### config.mk
export PLATFORM = sky130hd
export DESIGN_NAME = fssl_ctrl
export DESIGN_NICKNAME = d
export VERILOG_FILES = /design/src/fssl_pkg.sv /design/src/fssl_cycle.sv /design/src/fssl_ctrl.sv
export SDC_FILE = /design/constraint.sdc
export NUM_CORES = 1
export LEC_CHECK = 0
export ABC_AREA = 0
export BUFFER_PORTS_ARGS = -buffer_cell sky130_fd_sc_hd__buf_2
export CORE_MARGIN = 4
export CORE_UTILIZATION = 51
export DETAILED_ROUTE_END_ITERATION = 8
export PLACE_DENSITY = 0.76
export SYNTH_ARGS = -nofsm -noshare
export SYNTH_HDL_FRONTEND = slang
export SYNTH_SLANG_ARGS = --single-unit
export TNS_END_PERCENT = 10
### constraint.sdc
create_clock -name hclk -period 2.4 [get_ports hclk]
set_clock_uncertainty 0.05 [all_clocks]
set_input_delay 0.36 -clock hclk [delete_from_list [all_inputs] [get_ports hclk]]
set_output_delay 0.36 -clock hclk [all_outputs]
set_load 0.005 [all_outputs]
### src/fssl_pkg.sv
// Purpose: shared constants and carriers for the parallel flash status/lockdown controller
// Assumes: hclk at 250 MHz; flash word bus 16 bits, address 20 bits
// Notes:   pin timings not fixed elsewhere are plain defaults, tune per board
package fssl_pkg;

    // clock and pin timing, times in ns, counts in hclk cycles
    localparam int CLK_NS       = 4;                           // hclk period
    localparam int T_ACC_NS     = 80;                          // read access time
    localparam int T_SETUP_NS   = 20;                          // address/ce setup before strobe
    localparam int T_WP_NS      = 40;                          // write strobe low width
    localparam int T_HOLD_NS    = 20;                          // hold after strobe release
    localparam int SYNC_STAGES  = 2;                           // dq sampled through two flops
    localparam logic [7:0] ACC_CYC   = 8'((T_ACC_NS + CLK_NS - 1) / CLK_NS + SYNC_STAGES);
    localparam logic [7:0] SETUP_CYC = 8'((T_SETUP_NS + CLK_NS - 1) / CLK_NS);
    localparam logic [7:0] WP_CYC    = 8'((T_WP_NS + CLK_NS - 1) / CLK_NS);
    localparam logic [7:0] HOLD_CYC  = 8'((T_HOLD_NS + CLK_NS - 1) / CLK_NS);
    localparam logic [15:0] POLL_LIMIT = 16'h0fff;             // read pairs before timeout

    // widths
    localparam int ADDR_W = 20;                                // flash word address
    localparam int DATA_W = 16;                                // flash word

    // register byte offsets (low byte of haddr)
    localparam logic [7:0] OFS_CTRL   = 8'h00;
    localparam logic [7:0] OFS_ADDR   = 8'h04;
    localparam logic [7:0] OFS_WDATA  = 8'h08;
    localparam logic [7:0] OFS_RDATA  = 8'h0c;
    localparam logic [7:0] OFS_STATUS = 8'h10;

    // control register fields
    localparam int CTRL_OP_LSB  = 0;                           // two-bit operation code
    localparam int CTRL_RST_BIT = 4;                           // 1 holds flash reset low
    localparam int CTRL_VPP_BIT = 5;                           // 1 switches program supply on

    // status register fields
    localparam int ST_BUSY = 0;                                // operation running
    localparam int ST_DONE = 1;                                // sticky, write 1 to clear
    localparam int ST_PULS = 2;                                // sticky, pulse limit / locked
    localparam int ST_VPPL = 3;                                // sticky, supply too low
    localparam int ST_TMO  = 4;                                // sticky, poll budget spent
    localparam int ST_RDY  = 5;                                // synchronised ready pin

    // status bits on the flash data bus
    localparam int DQ_TOGGLE = 6;
    localparam int DQ_PULSE  = 5;
    localparam int DQ_VPPLOW = 3;

    // reset values
    localparam logic [ADDR_W-1:0] ADDR_RST  = 20'h00000;
    localparam logic [DATA_W-1:0] WDATA_RST = 16'h0000;

    // operation codes written to the control register
    typedef enum logic [1:0] {
        FSSL_OP_NONE  = 2'b00,
        FSSL_OP_WRITE = 2'b01,
        FSSL_OP_READ  = 2'b10,
        FSSL_OP_POLL  = 2'b11
    } fssl_op_t;

    // one flash bus cycle request
    typedef struct packed {
        logic              wr;
        logic [ADDR_W-1:0] addr;
        logic [DATA_W-1:0] data;
    } fssl_req_t;

    // flash pins driven by the controller
    typedef struct packed {
        logic [ADDR_W-1:0] addr;
        logic [DATA_W-1:0] dq;
        logic              dq_oe;
        logic              ce_n;
        logic              oe_n;
        logic              we_n;
    } fssl_pin_o_t;

endpackage

### src/fssl_cycle.sv
// Purpose: runs one asynchronous flash bus cycle, write or read, on the pins
// Assumes: one request at a time; next request only after done
// Notes:   all pins come from flops; read data passes two sync flops
`timescale 1ns/10ps
module fssl_cycle (
    input  wire logic                   hclk,      // system clock
    input  wire logic                   hresetn,   // async reset, active low
    input  wire logic                   req_valid, // one-cycle start pulse
    input  wire fssl_pkg::fssl_req_t    req,       // cycle to run
    input  wire logic [15:0]            dq_i,      // data pins as seen
    output logic                        done,      // one-cycle end pulse
    output logic [15:0]                 rdata,     // sampled read word
    output fssl_pkg::fssl_pin_o_t       pins       // flash pin drive
);
    import fssl_pkg::*;

    typedef enum logic [3:0] {
        C_IDLE   = 4'b0001,
        C_SETUP  = 4'b0010,
        C_STROBE = 4'b0100,
        C_HOLD   = 4'b1000
    } fssl_cst_t;

    fssl_cst_t             st_q, st_d;       // cycle phase
    logic [7:0]            cnt_q, cnt_d;     // phase countdown
    logic                  wr_q, wr_d;       // current cycle is a write
    fssl_pin_o_t           pins_q, pins_d;   // pin registers
    logic                  done_q, done_d;   // end pulse
    logic [DATA_W-1:0]     rd_q, rd_d;       // captured word
    logic [DATA_W-1:0]     dq_s1_q;          // first sync stage
    logic [DATA_W-1:0]     dq_s2_q;          // second sync stage

    // pins are asynchronous to hclk; access time already covers both stages
    always_ff @(posedge hclk or negedge hresetn) begin
        if (!hresetn) begin
            dq_s1_q <= 16'h0000;
            dq_s2_q <= 16'h0000;
        end else begin
            dq_s1_q <= dq_i;
            dq_s2_q <= dq_s1_q;
        end
    end

    // phase sequencing: address and ce first, then strobe, then hold
    always_comb begin
        st_d   = st_q;
        cnt_d  = cnt_q;
        wr_d   = wr_q;
        pins_d = pins_q;
        done_d = 1'b0;
        rd_d   = rd_q;
        unique case (st_q)
            C_IDLE: begin
                if (req_valid) begin
                    wr_d         = req.wr;
                    pins_d.addr  = req.addr;     // stable before any strobe falls
                    pins_d.dq    = req.data;
                    pins_d.dq_oe = req.wr;       // drive data only for writes
                    pins_d.ce_n  = 1'b0;
                    cnt_d        = SETUP_CYC - 8'h01;
                    st_d         = C_SETUP;
                end
            end
            C_SETUP: begin
                if (cnt_q == 8'h00) begin
                    if (wr_q) begin
                        pins_d.we_n = 1'b0;      // we falls last, address taken here
                        cnt_d       = WP_CYC - 8'h01;
                    end else begin
                        pins_d.oe_n = 1'b0;
                        cnt_d       = ACC_CYC - 8'h01;
                    end
                    st_d = C_STROBE;
                end else begin
                    cnt_d = cnt_q - 8'h01;
                end
            end
            C_STROBE: begin
                if (cnt_q == 8'h00) begin
                    if (wr_q) begin
                        pins_d.we_n = 1'b1;      // we rises first, data still held
                    end else begin
                        pins_d.oe_n = 1'b1;
                        rd_d        = dq_s2_q;
                    end
                    cnt_d = HOLD_CYC - 8'h01;
                    st_d  = C_HOLD;
                end else begin
                    cnt_d = cnt_q - 8'h01;
                end
            end
            C_HOLD: begin
                if (cnt_q == 8'h00) begin
                    pins_d.ce_n  = 1'b1;
                    pins_d.dq_oe = 1'b0;         // release bus only after the hold
                    done_d       = 1'b1;
                    st_d         = C_IDLE;
                end else begin
                    cnt_d = cnt_q - 8'h01;
                end
            end
            default: begin
                st_d = C_IDLE;                   // recover from an illegal code
            end
        endcase
    end

    // phase registers
    always_ff @(posedge hclk or negedge hresetn) begin
        if (!hresetn) begin
            st_q   <= C_IDLE;
            cnt_q  <= 8'h00;
            wr_q   <= 1'b0;
            pins_q <= '{addr: 20'h00000, dq: 16'h0000, dq_oe: 1'b0,
                        ce_n: 1'b1, oe_n: 1'b1, we_n: 1'b1};
            done_q <= 1'b0;
            rd_q   <= 16'h0000;
        end else begin
            st_q   <= st_d;
            cnt_q  <= cnt_d;
            wr_q   <= wr_d;
            pins_q <= pins_d;
            done_q <= done_d;
            rd_q   <= rd_d;
        end
    end

    assign pins  = pins_q;
    assign done  = done_q;
    assign rdata = rd_q;

endmodule

### src/fssl_ctrl.sv
// Purpose: AHB-Lite controlled host for a parallel NOR flash: bus cycles, status poll
// Assumes: software builds command sequences from single write cycles
// Notes:   one operation at a time; operation codes written while busy are dropped, reset and supply bits still taken
//
// The AHB-Lite slave port and the register offsets were chosen for this implementation.
`timescale 1ns/10ps

// Operation
// - config 01 needs identification-exit after success
// - any failure needs identification-exit to read
// - config set is four host write cycles
// - bit 5 high holds status until exit
// - bit 3 high means supply too low
// - reset unlocks; six cycles lock a sector
// - single resume cycle continues suspended erase
// - program suspend/resume single cycle, shared codes
// - address on later fall, data earlier rise
module fssl_ctrl (
    input  wire logic                   hclk,         // system clock
    input  wire logic                   hresetn,      // async reset, active low
    input  wire logic                   hsel,         // slave select
    input  wire logic [31:0]            haddr,        // byte address
    input  wire logic [1:0]             htrans,       // transfer type
    input  wire logic                   hwrite,       // write when high
    input  wire logic [2:0]             hsize,        // word transfers only
    input  wire logic [31:0]            hwdata,       // write data
    input  wire logic                   hready,       // bus ready in
    output logic                        hreadyout,    // slave ready out
    output logic [31:0]                 hrdata,       // read data
    output logic                        hresp,        // always okay
    output fssl_pkg::fssl_pin_o_t       flash_o,      // flash address, data, strobes
    input  wire logic [15:0]            flash_dq_i,   // flash data pins in
    input  wire logic                   flash_rdy_i,  // open-drain ready line level
    output logic                        flash_rst_n,  // flash reset, active low
    output logic                        flash_vpp_en  // program supply switch
);
    import fssl_pkg::*;

    typedef enum logic [3:0] {
        S_IDLE   = 4'b0001,
        S_CYC    = 4'b0010,
        S_POLL_A = 4'b0100,
        S_POLL_B = 4'b1000
    } fssl_st_t;

    // bus slave state
    logic                  pend_q, pend_d;       // data phase pending
    logic                  pwr_q, pwr_d;         // pending is a write
    logic [7:0]            pofs_q, pofs_d;       // pending register offset
    logic                  rdyo_q, rdyo_d;       // hreadyout register
    logic [31:0]           hrd_q, hrd_d;         // hrdata register
    // software visible state
    logic [ADDR_W-1:0]     addr_q, addr_d;       // flash word address
    logic [DATA_W-1:0]     wdat_q, wdat_d;       // word to write
    logic [DATA_W-1:0]     rdat_q, rdat_d;       // last word read
    logic                  rst_q, rst_d;         // flash reset hold
    logic                  vpp_q, vpp_d;         // supply switch
    logic                  done_q, done_d;       // sticky done
    logic                  puls_q, puls_d;       // sticky pulse/lock failure
    logic                  vppl_q, vppl_d;       // sticky low supply
    logic                  tmo_q, tmo_d;         // sticky poll timeout
    // operation engine
    fssl_st_t              st_q, st_d;           // engine state
    logic [15:0]           pcnt_q, pcnt_d;       // poll pairs so far
    logic [DATA_W-1:0]     first_q, first_d;     // first word of a poll pair
    logic                  rechk_q, rechk_d;     // one more pair after fail bits
    logic                  rv_q, rv_d;           // cycle start pulse
    fssl_req_t             req_q, req_d;         // cycle request
    // ready pin synchroniser
    logic                  rdy_s1_q;             // first stage
    logic                  rdy_s2_q;             // second stage
    // from the cycle engine
    logic                  cyc_done;             // cycle finished
    logic [DATA_W-1:0]     cyc_rdata;            // word read

    // combinational helpers
    logic                  take;                 // address phase accepted
    logic                  wr_ctrl;              // control write in data phase
    logic                  wr_stat;              // status write in data phase
    logic [31:0]           rd_mux;               // register read value
    logic                  start;                // new operation accepted
    logic                  tog;                  // toggle bit moved between reads
    logic                  fbits;                // bit 5 or bit 3 raised

    assign take    = hsel & htrans[1] & hready;
    assign wr_ctrl = pend_q & pwr_q & (pofs_q == OFS_CTRL);
    assign wr_stat = pend_q & pwr_q & (pofs_q == OFS_STATUS);
    assign start   = wr_ctrl & (st_q == S_IDLE) & ~rst_q
                   & (hwdata[CTRL_OP_LSB +: 2] != FSSL_OP_NONE);
    assign tog     = first_q[DQ_TOGGLE] ^ cyc_rdata[DQ_TOGGLE];
    assign fbits   = cyc_rdata[DQ_PULSE] | cyc_rdata[DQ_VPPLOW];

    // the ready line is open-drain from another device: two flops first
    always_ff @(posedge hclk or negedge hresetn) begin
        if (!hresetn) begin
            rdy_s1_q <= 1'b0;
            rdy_s2_q <= 1'b0;
        end else begin
            rdy_s1_q <= flash_rdy_i;
            rdy_s2_q <= rdy_s1_q;
        end
    end

    // register read view; unmapped offsets read zero
    always_comb begin
        rd_mux = 32'h0000_0000;
        unique case (pofs_q)
            OFS_CTRL: begin
                rd_mux[CTRL_RST_BIT] = rst_q;
                rd_mux[CTRL_VPP_BIT] = vpp_q;
            end
            OFS_ADDR:   rd_mux[ADDR_W-1:0] = addr_q;
            OFS_WDATA:  rd_mux[DATA_W-1:0] = wdat_q;
            OFS_RDATA:  rd_mux[DATA_W-1:0] = rdat_q;
            OFS_STATUS: begin
                rd_mux[ST_BUSY] = (st_q != S_IDLE);
                rd_mux[ST_DONE] = done_q;
                rd_mux[ST_PULS] = puls_q;
                rd_mux[ST_VPPL] = vppl_q;
                rd_mux[ST_TMO]  = tmo_q;
                rd_mux[ST_RDY]  = rdy_s2_q;
            end
            default: rd_mux = 32'h0000_0000;
        endcase
    end

    // bus slave: one wait state per transfer, answer registered
    always_comb begin
        pend_d = 1'b0;
        pwr_d  = pwr_q;
        pofs_d = pofs_q;
        rdyo_d = 1'b1;
        hrd_d  = hrd_q;
        if (pend_q) begin
            hrd_d = rd_mux;                      // writes leave a harmless value
        end else if (take) begin
            pend_d = 1'b1;
            pwr_d  = hwrite;
            pofs_d = haddr[7:0];
            rdyo_d = 1'b0;                       // stall so hrdata can come from a flop
        end
    end

    // software registers, sticky flags and the operation engine
    always_comb begin
        addr_d  = addr_q;
        wdat_d  = wdat_q;
        rdat_d  = rdat_q;
        rst_d   = rst_q;
        vpp_d   = vpp_q;
        st_d    = st_q;
        pcnt_d  = pcnt_q;
        first_d = first_q;
        rechk_d = rechk_q;
        rv_d    = 1'b0;
        req_d   = req_q;
        // write 1 clears; a set in the same cycle wins below
        done_d  = done_q & ~(wr_stat & hwdata[ST_DONE]);
        puls_d  = puls_q & ~(wr_stat & hwdata[ST_PULS]);
        vppl_d  = vppl_q & ~(wr_stat & hwdata[ST_VPPL]);
        tmo_d   = tmo_q  & ~(wr_stat & hwdata[ST_TMO]);
        // address and data registers only change while idle
        if (pend_q & pwr_q & (st_q == S_IDLE)) begin
            if (pofs_q == OFS_ADDR) begin
                addr_d = hwdata[ADDR_W-1:0];
            end
            if (pofs_q == OFS_WDATA) begin
                wdat_d = hwdata[DATA_W-1:0];
            end
        end
        if (wr_ctrl) begin
            rst_d = hwdata[CTRL_RST_BIT];        // only way to unlock sectors
            vpp_d = hwdata[CTRL_VPP_BIT];        // supply low inhibits program/erase
        end
        unique case (st_q)
            S_IDLE: begin
                if (start) begin
                    rv_d    = 1'b1;
                    req_d   = '{wr: (hwdata[CTRL_OP_LSB +: 2] == FSSL_OP_WRITE),
                                addr: addr_q, data: wdat_q};
                    pcnt_d  = 16'h0000;
                    rechk_d = 1'b0;
                    // each command cycle is one write op
                    st_d    = (hwdata[CTRL_OP_LSB +: 2] == FSSL_OP_POLL) ? S_POLL_A : S_CYC;
                end
            end
            S_CYC: begin
                if (cyc_done) begin
                    if (!req_q.wr) begin
                        rdat_d = cyc_rdata;      // lock bit read at offset 2 lands here
                    end
                    done_d = 1'b1;
                    st_d   = S_IDLE;
                end
            end
            S_POLL_A: begin
                if (cyc_done) begin
                    first_d = cyc_rdata;
                    rv_d    = 1'b1;              // second read of the pair
                    st_d    = S_POLL_B;
                end
            end
            S_POLL_B: begin
                if (cyc_done) begin
                    rdat_d = cyc_rdata;
                    if (!tog) begin
                        done_d = 1'b1;           // toggling stopped: valid data
                        st_d   = S_IDLE;
                    end else if (rechk_q | (pcnt_q == POLL_LIMIT)) begin
                        // still toggling after fail bits or at the poll limit: software must exit
                        puls_d = puls_d | cyc_rdata[DQ_PULSE];
                        vppl_d = vppl_d | cyc_rdata[DQ_VPPLOW];
                        tmo_d  = tmo_d | ~fbits;
                        done_d = 1'b1;
                        st_d   = S_IDLE;
                    end else begin
                        rechk_d = fbits;         // bit 6 may stop as bit 5 rises
                        pcnt_d  = pcnt_q + 16'h0001;
                        rv_d    = 1'b1;
                        st_d    = S_POLL_A;
                    end
                end
            end
            default: begin
                st_d = S_IDLE;
            end
        endcase
    end

    // registers of the bus slave, software state and engine
    always_ff @(posedge hclk or negedge hresetn) begin
        if (!hresetn) begin
            pend_q  <= 1'b0;
            pwr_q   <= 1'b0;
            pofs_q  <= 8'h00;
            rdyo_q  <= 1'b1;
            hrd_q   <= 32'h0000_0000;
            addr_q  <= ADDR_RST;
            wdat_q  <= WDATA_RST;
            rdat_q  <= 16'h0000;
            rst_q   <= 1'b0;
            vpp_q   <= 1'b0;
            done_q  <= 1'b0;
            puls_q  <= 1'b0;
            vppl_q  <= 1'b0;
            tmo_q   <= 1'b0;
            st_q    <= S_IDLE;
            pcnt_q  <= 16'h0000;
            first_q <= 16'h0000;
            rechk_q <= 1'b0;
            rv_q    <= 1'b0;
            req_q   <= '{wr: 1'b0, addr: 20'h00000, data: 16'h0000};
        end else begin
            pend_q  <= pend_d;
            pwr_q   <= pwr_d;
            pofs_q  <= pofs_d;
            rdyo_q  <= rdyo_d;
            hrd_q   <= hrd_d;
            addr_q  <= addr_d;
            wdat_q  <= wdat_d;
            rdat_q  <= rdat_d;
            rst_q   <= rst_d;
            vpp_q   <= vpp_d;
            done_q  <= done_d;
            puls_q  <= puls_d;
            vppl_q  <= vppl_d;
            tmo_q   <= tmo_d;
            st_q    <= st_d;
            pcnt_q  <= pcnt_d;
            first_q <= first_d;
            rechk_q <= rechk_d;
            rv_q    <= rv_d;
            req_q   <= req_d;
        end
    end

    // pin cycle engine
    fssl_cycle u_cycle (
        .hclk      (hclk),
        .hresetn   (hresetn),
        .req_valid (rv_q),
        .req       (req_q),
        .dq_i      (flash_dq_i),
        .done      (cyc_done),
        .rdata     (cyc_rdata),
        .pins      (flash_o)
    );

    assign hreadyout    = rdyo_q;
    assign hrdata       = hrd_q;
    assign hresp        = 1'b0;
    assign flash_rst_n  = ~rst_q;
    assign flash_vpp_en = vpp_q;

endmodule

==> results.md <==
- Status: complete, no violations
- Largest net degree at the start of global routing: 81
- Root buffer cell: clkbuf_16
- CP Data Required Time: 2780 ps
- Pwr Density: 721 nW/um^2
- Startpoint types: flip-flop
- Placed cell areas: 11,600 sq um
- Gpl congestion: around 0.85
- Port Buffers: 113
- Share of post-route cells with drive strength above 1: 0.281
- Synth warn: 0
- Routed len/inst: 16.7 um
- Final antenna-violating net count: 0
- Hold path start: hwdata[5]
- Ys async rst share: 1.00
- Core ar.: 20,200 sq um
- Area grow syn2layout: 22.8%
- Setup CP Type: reg -> reg
- Slew headroom: 0.544
- Sw power: 2.08 mW
- RSZ-0062 raised after global routing: false
- Max Cap Viol: 0
- Mapped Area: 10,400 sq um
- Hold Path Sink: flash_vpp_en$_DFFE_PN0P_
- CP max FO: 7
- Synth Register Bits: 253
- Detailed Route WL: 23,600 um
- CP max-delay cell: or4b_4
- Fillcell total: 1,599
- Syn Inst Count: 950
- Design Area, Final: 12,800 sq um
- M1 WL: 9960 um
- Initial antenna violation count: 1
- EDFF count, synth: 0
- First-pass GRT wire length: 38,800 um
- RR Endpoint: pcnt_q[11]$_DFFE_PN0P_
- Vias in the first global route: 7,486
- DRT Pass-1 Iters: 5
- Iter 0 DRT Violations: 464
- Routed wl met2: 11,500 um
- Fin Setup TNS: 0 ps
- Placed Instances: 1,334
- Initial Util: 0.518
- Register-to-Register Setup Slack: between 100 and 150 ps
- Die Area: approximately 23,000 sq um
- Sequential area share after synthesis: 0.607
- Actual slew at the worst max-slew pin: 674 ps
- Global route overflow: 0
- CTS tree: yes
- Clock Sinks: roughly 250
- Setup violators final: 0
- Clock transition at the registers of the reported paths: ~60 ps
- Hold Fails Final Rpt: 0
- FF-to-FF Start: st_q[1]$_DFFE_PN0P_
- Crit-path cells: or4b_4 -> or4_1 -> buf_4 -> nor2_4 -> o2111ai_1 -> mux2i_1
- Detailed placement HPWL: 16,200 um
- Prevailing post-synth register cell: dfrtp_1
- Critical path arrival: 2670 ps
- Nets: 1,218
- Final std cells w/o fill: 1,414
- # H-tree levels: 1
- Synth unique cells: 67
- Final count of pins violating max slew: 0
- Cts bufs inserted: 26
- P_int: about 7 mW
- Sw Ratio: 0.224
- Clk pwr share: 0.451
- Slowest cell delay on critical path: 580 ps
- Top Ports: about 170
- Vias: 7,520
- Reg2reg path depth: 6
- Fmax achieved: 0.435 GHz
- Comb pwr share: 0.066
- Top Metal Used: met5
- Sequential share of power: 0.483
- Crit end category: flip-flop
- Die height: 151 um
- Period Utilization, post-route: 0.957
- Max Buffers Root-to-Sink: 3
- Worst-skew pair later-pin latency: 550 ps
- Lkg Pwr: 6.40 nW
- # diodes: 0
- Mapped Avg Cell Area: approximately 11 sq um
- Vias per cell: around 5.3
- Final core occ: 0.636
- Final Critical Period: 2300 ps
- Hold depth: 2
- Placement Rows: 52
- Max VDD drop: 525 uV
- Metal3 WL: 1540 um
- Residual DRC count: 0
- Die width: roughly 150 um
- Total track usage: 0.211
- Hold crit path type: in -> reg
-- per-layer routing --
layer / global-route usage / vias up
li1: - / 3535
met1: 0.286 / 3719
met2: 0.353 / 215
met3: 0.0413 / 49
met4: 0.0521 / 2
met5: 0 / -
-- power groups by stage --
stage	logic (mW)	clock network (mW)	registers [mW]
global placement	0.557	0	4.54
detailed placement	0.570	0	4.54
floorplan	0.295	0	4.53
CTS	0.618	4.26	4.47
finish	0.613	4.18	4.47
global route	0.683	4.46	4.48
-- kinds of logic (layout without fill, tap and decap cells) --
| kind of cell | after synthesis | count (layout) | share of synthesized area |
|---|---|---|---|
| AND/OR/NAND/NOR | 404 | 404 | 0.178 |
| flip-flops | 253 | 253 | 0.607 |
| AO/OA/AOI/OAI | 98 | 98 | 0.0636 |
| buffers and inverters | 91 | 273 | 0.0411 |
| multiplexers | 86 | 86 | 0.0946 |
| XOR/XNOR | 14 | 14 | 0.0117 |
| adder cells (fa/ha/maj) | 3 | 3 | 0.00359 |
| other | 1 | 13 | 0.000359 |
-- placed cells by master, fill, tap and decap left out, types with 5 or more instances in the layout --
cell           netlist  routed
o21ai_0             19      19
a21oi_1             16      16
o22ai_1             17      17
conb_1               1      13
nor2_1              27      27
inv_1               27      27
nor3_2               5       5
nor3_1              10      10
dfrtp_1            247     247
dfstp_2              6       6
nand3_1             16      16
a22o_1               6       6
mux2_2              82      82
a22oi_1             13      13
nand4_1              8       8
and2_1               5       5
buf_12               0       8
xnor2_1             11      11
buf_4               16      44
buf_2               10     112
nand2_1            280     280
clkbuf_16            0      26
nor2b_1              5       5
clkbuf_8             0       6
dlygate4sd3_1        0      32
-- per-stage QoR --
step	power (mW)	hold slack [ps]	setup WS, ps
2_1_floorplan	4.83	14.4	6.31
3_3_place_gp	5.10	282	-6.83
3_5_place_dp	5.11	285	-47.0
4_1_cts	9.35	6.79	25.0
5_1_grt	9.63	10.6	1.47
6_report	9.26	24.5	102
-- critical path: cells and delay by family (launching register included) --
family,cells,cell delay (ps)
AOI/OAI and AO/OA,1,170
muxes,1,150
DFF,1,440
buffers and inverters,1,200
and+or+nand+nor,3,1180
-- worst max-delay path by stage --
stage	cells after the start	slack, ps	startpoint	to
after floorplan	7	6	u_cycle.cnt_q[0]$_DFFE_PN0P_	u_cycle.rdata[0]$_DFFE_PN0P_
after CTS	7	20	pofs_q[5]$_DFFE_PN0P_	hrdata[17]$_DFFE_PN0P_
after global placement	5	-7	st_q[0]$_DFFE_PN1P_	wdat_q[12]$_DFFE_PN0P_
after global routing	4	1	pofs_q[5]$_DFFE_PN0P_	hrdata[7]$_DFFE_PN0P_
after detailed placement	5	-50	st_q[0]$_DFFE_PN1P_	wdat_q[5]$_DFFE_PN0P_
final	6	100	st_q[1]$_DFFE_PN0P_	pcnt_q[11]$_DFFE_PN0P_
-- sequential cells by signal, summed over array words and instances (netlist names), 4 cells and up --
name and cells:
u_cycle.dq_s1_q 16, u_cycle.st_q 4, wdat_q 16, req_q 37, u_cycle.pins 40, st_q 4
rdat_q 16, u_cycle.dq_s2_q 16, addr_q 20, pofs_q 8, pcnt_q 16, hrdata 20
u_cycle.rdata 16, u_cycle.cnt_q 8
-- area by class of cell --
cell class | instances | area, sq um | area share
Clock buffer | 36 | 748 | 0.0583
Inverter | 28 | 105 | 0.00819
Sequential cell | 253 | 6340 | 0.494
Multi-Input combinational cell | 618 | 3750 | 0.292
Tap cell | 270 | 338 | 0.0263
Timing Repair Buffer | 197 | 1390 | 0.108
Clock inverter | 12 | 170 | 0.0133
-- synthesized netlist by cell type (4+ instances only) --
cell / n / share of area
a22o_1: 6 / 0.0050
buf_1: 5 / 0.0018
a21oi_1: 16 / 0.0077
buf_4: 16 / 0.011
inv_1: 27 / 0.0097
buf_2: 10 / 0.0048
dfrtp_1: 247 / 0.59
nor3_2: 5 / 0.0048
nand4_1: 8 / 0.0048
nand3_1: 16 / 0.0077
nand2b_1: 4 / 0.0024
o21ai_0: 19 / 0.0091
and2_1: 5 / 0.0030
o22ai_1: 17 / 0.010
and3_1: 4 / 0.0024
xnor2_1: 11 / 0.0092
clkbuf_1: 30 / 0.011
mux2_2: 82 / 0.088
dfstp_2: 6 / 0.015
nor2b_1: 5 / 0.0030
nor3_1: 10 / 0.0048
a22oi_1: 13 / 0.0093
nand2_1: 280 / 0.10
or3_1: 4 / 0.0024
nor2_1: 27 / 0.0097
-- what timing repair did --
item                                   CTS  global route
setup endpoints to repair               16            46
hold buffers                            32             0
buffers inserted                         0             0
endpoints found under the hold margin  102             0
gates resized for setup                  1             4
No activity file was read; power rests on OpenSTA's default activity.
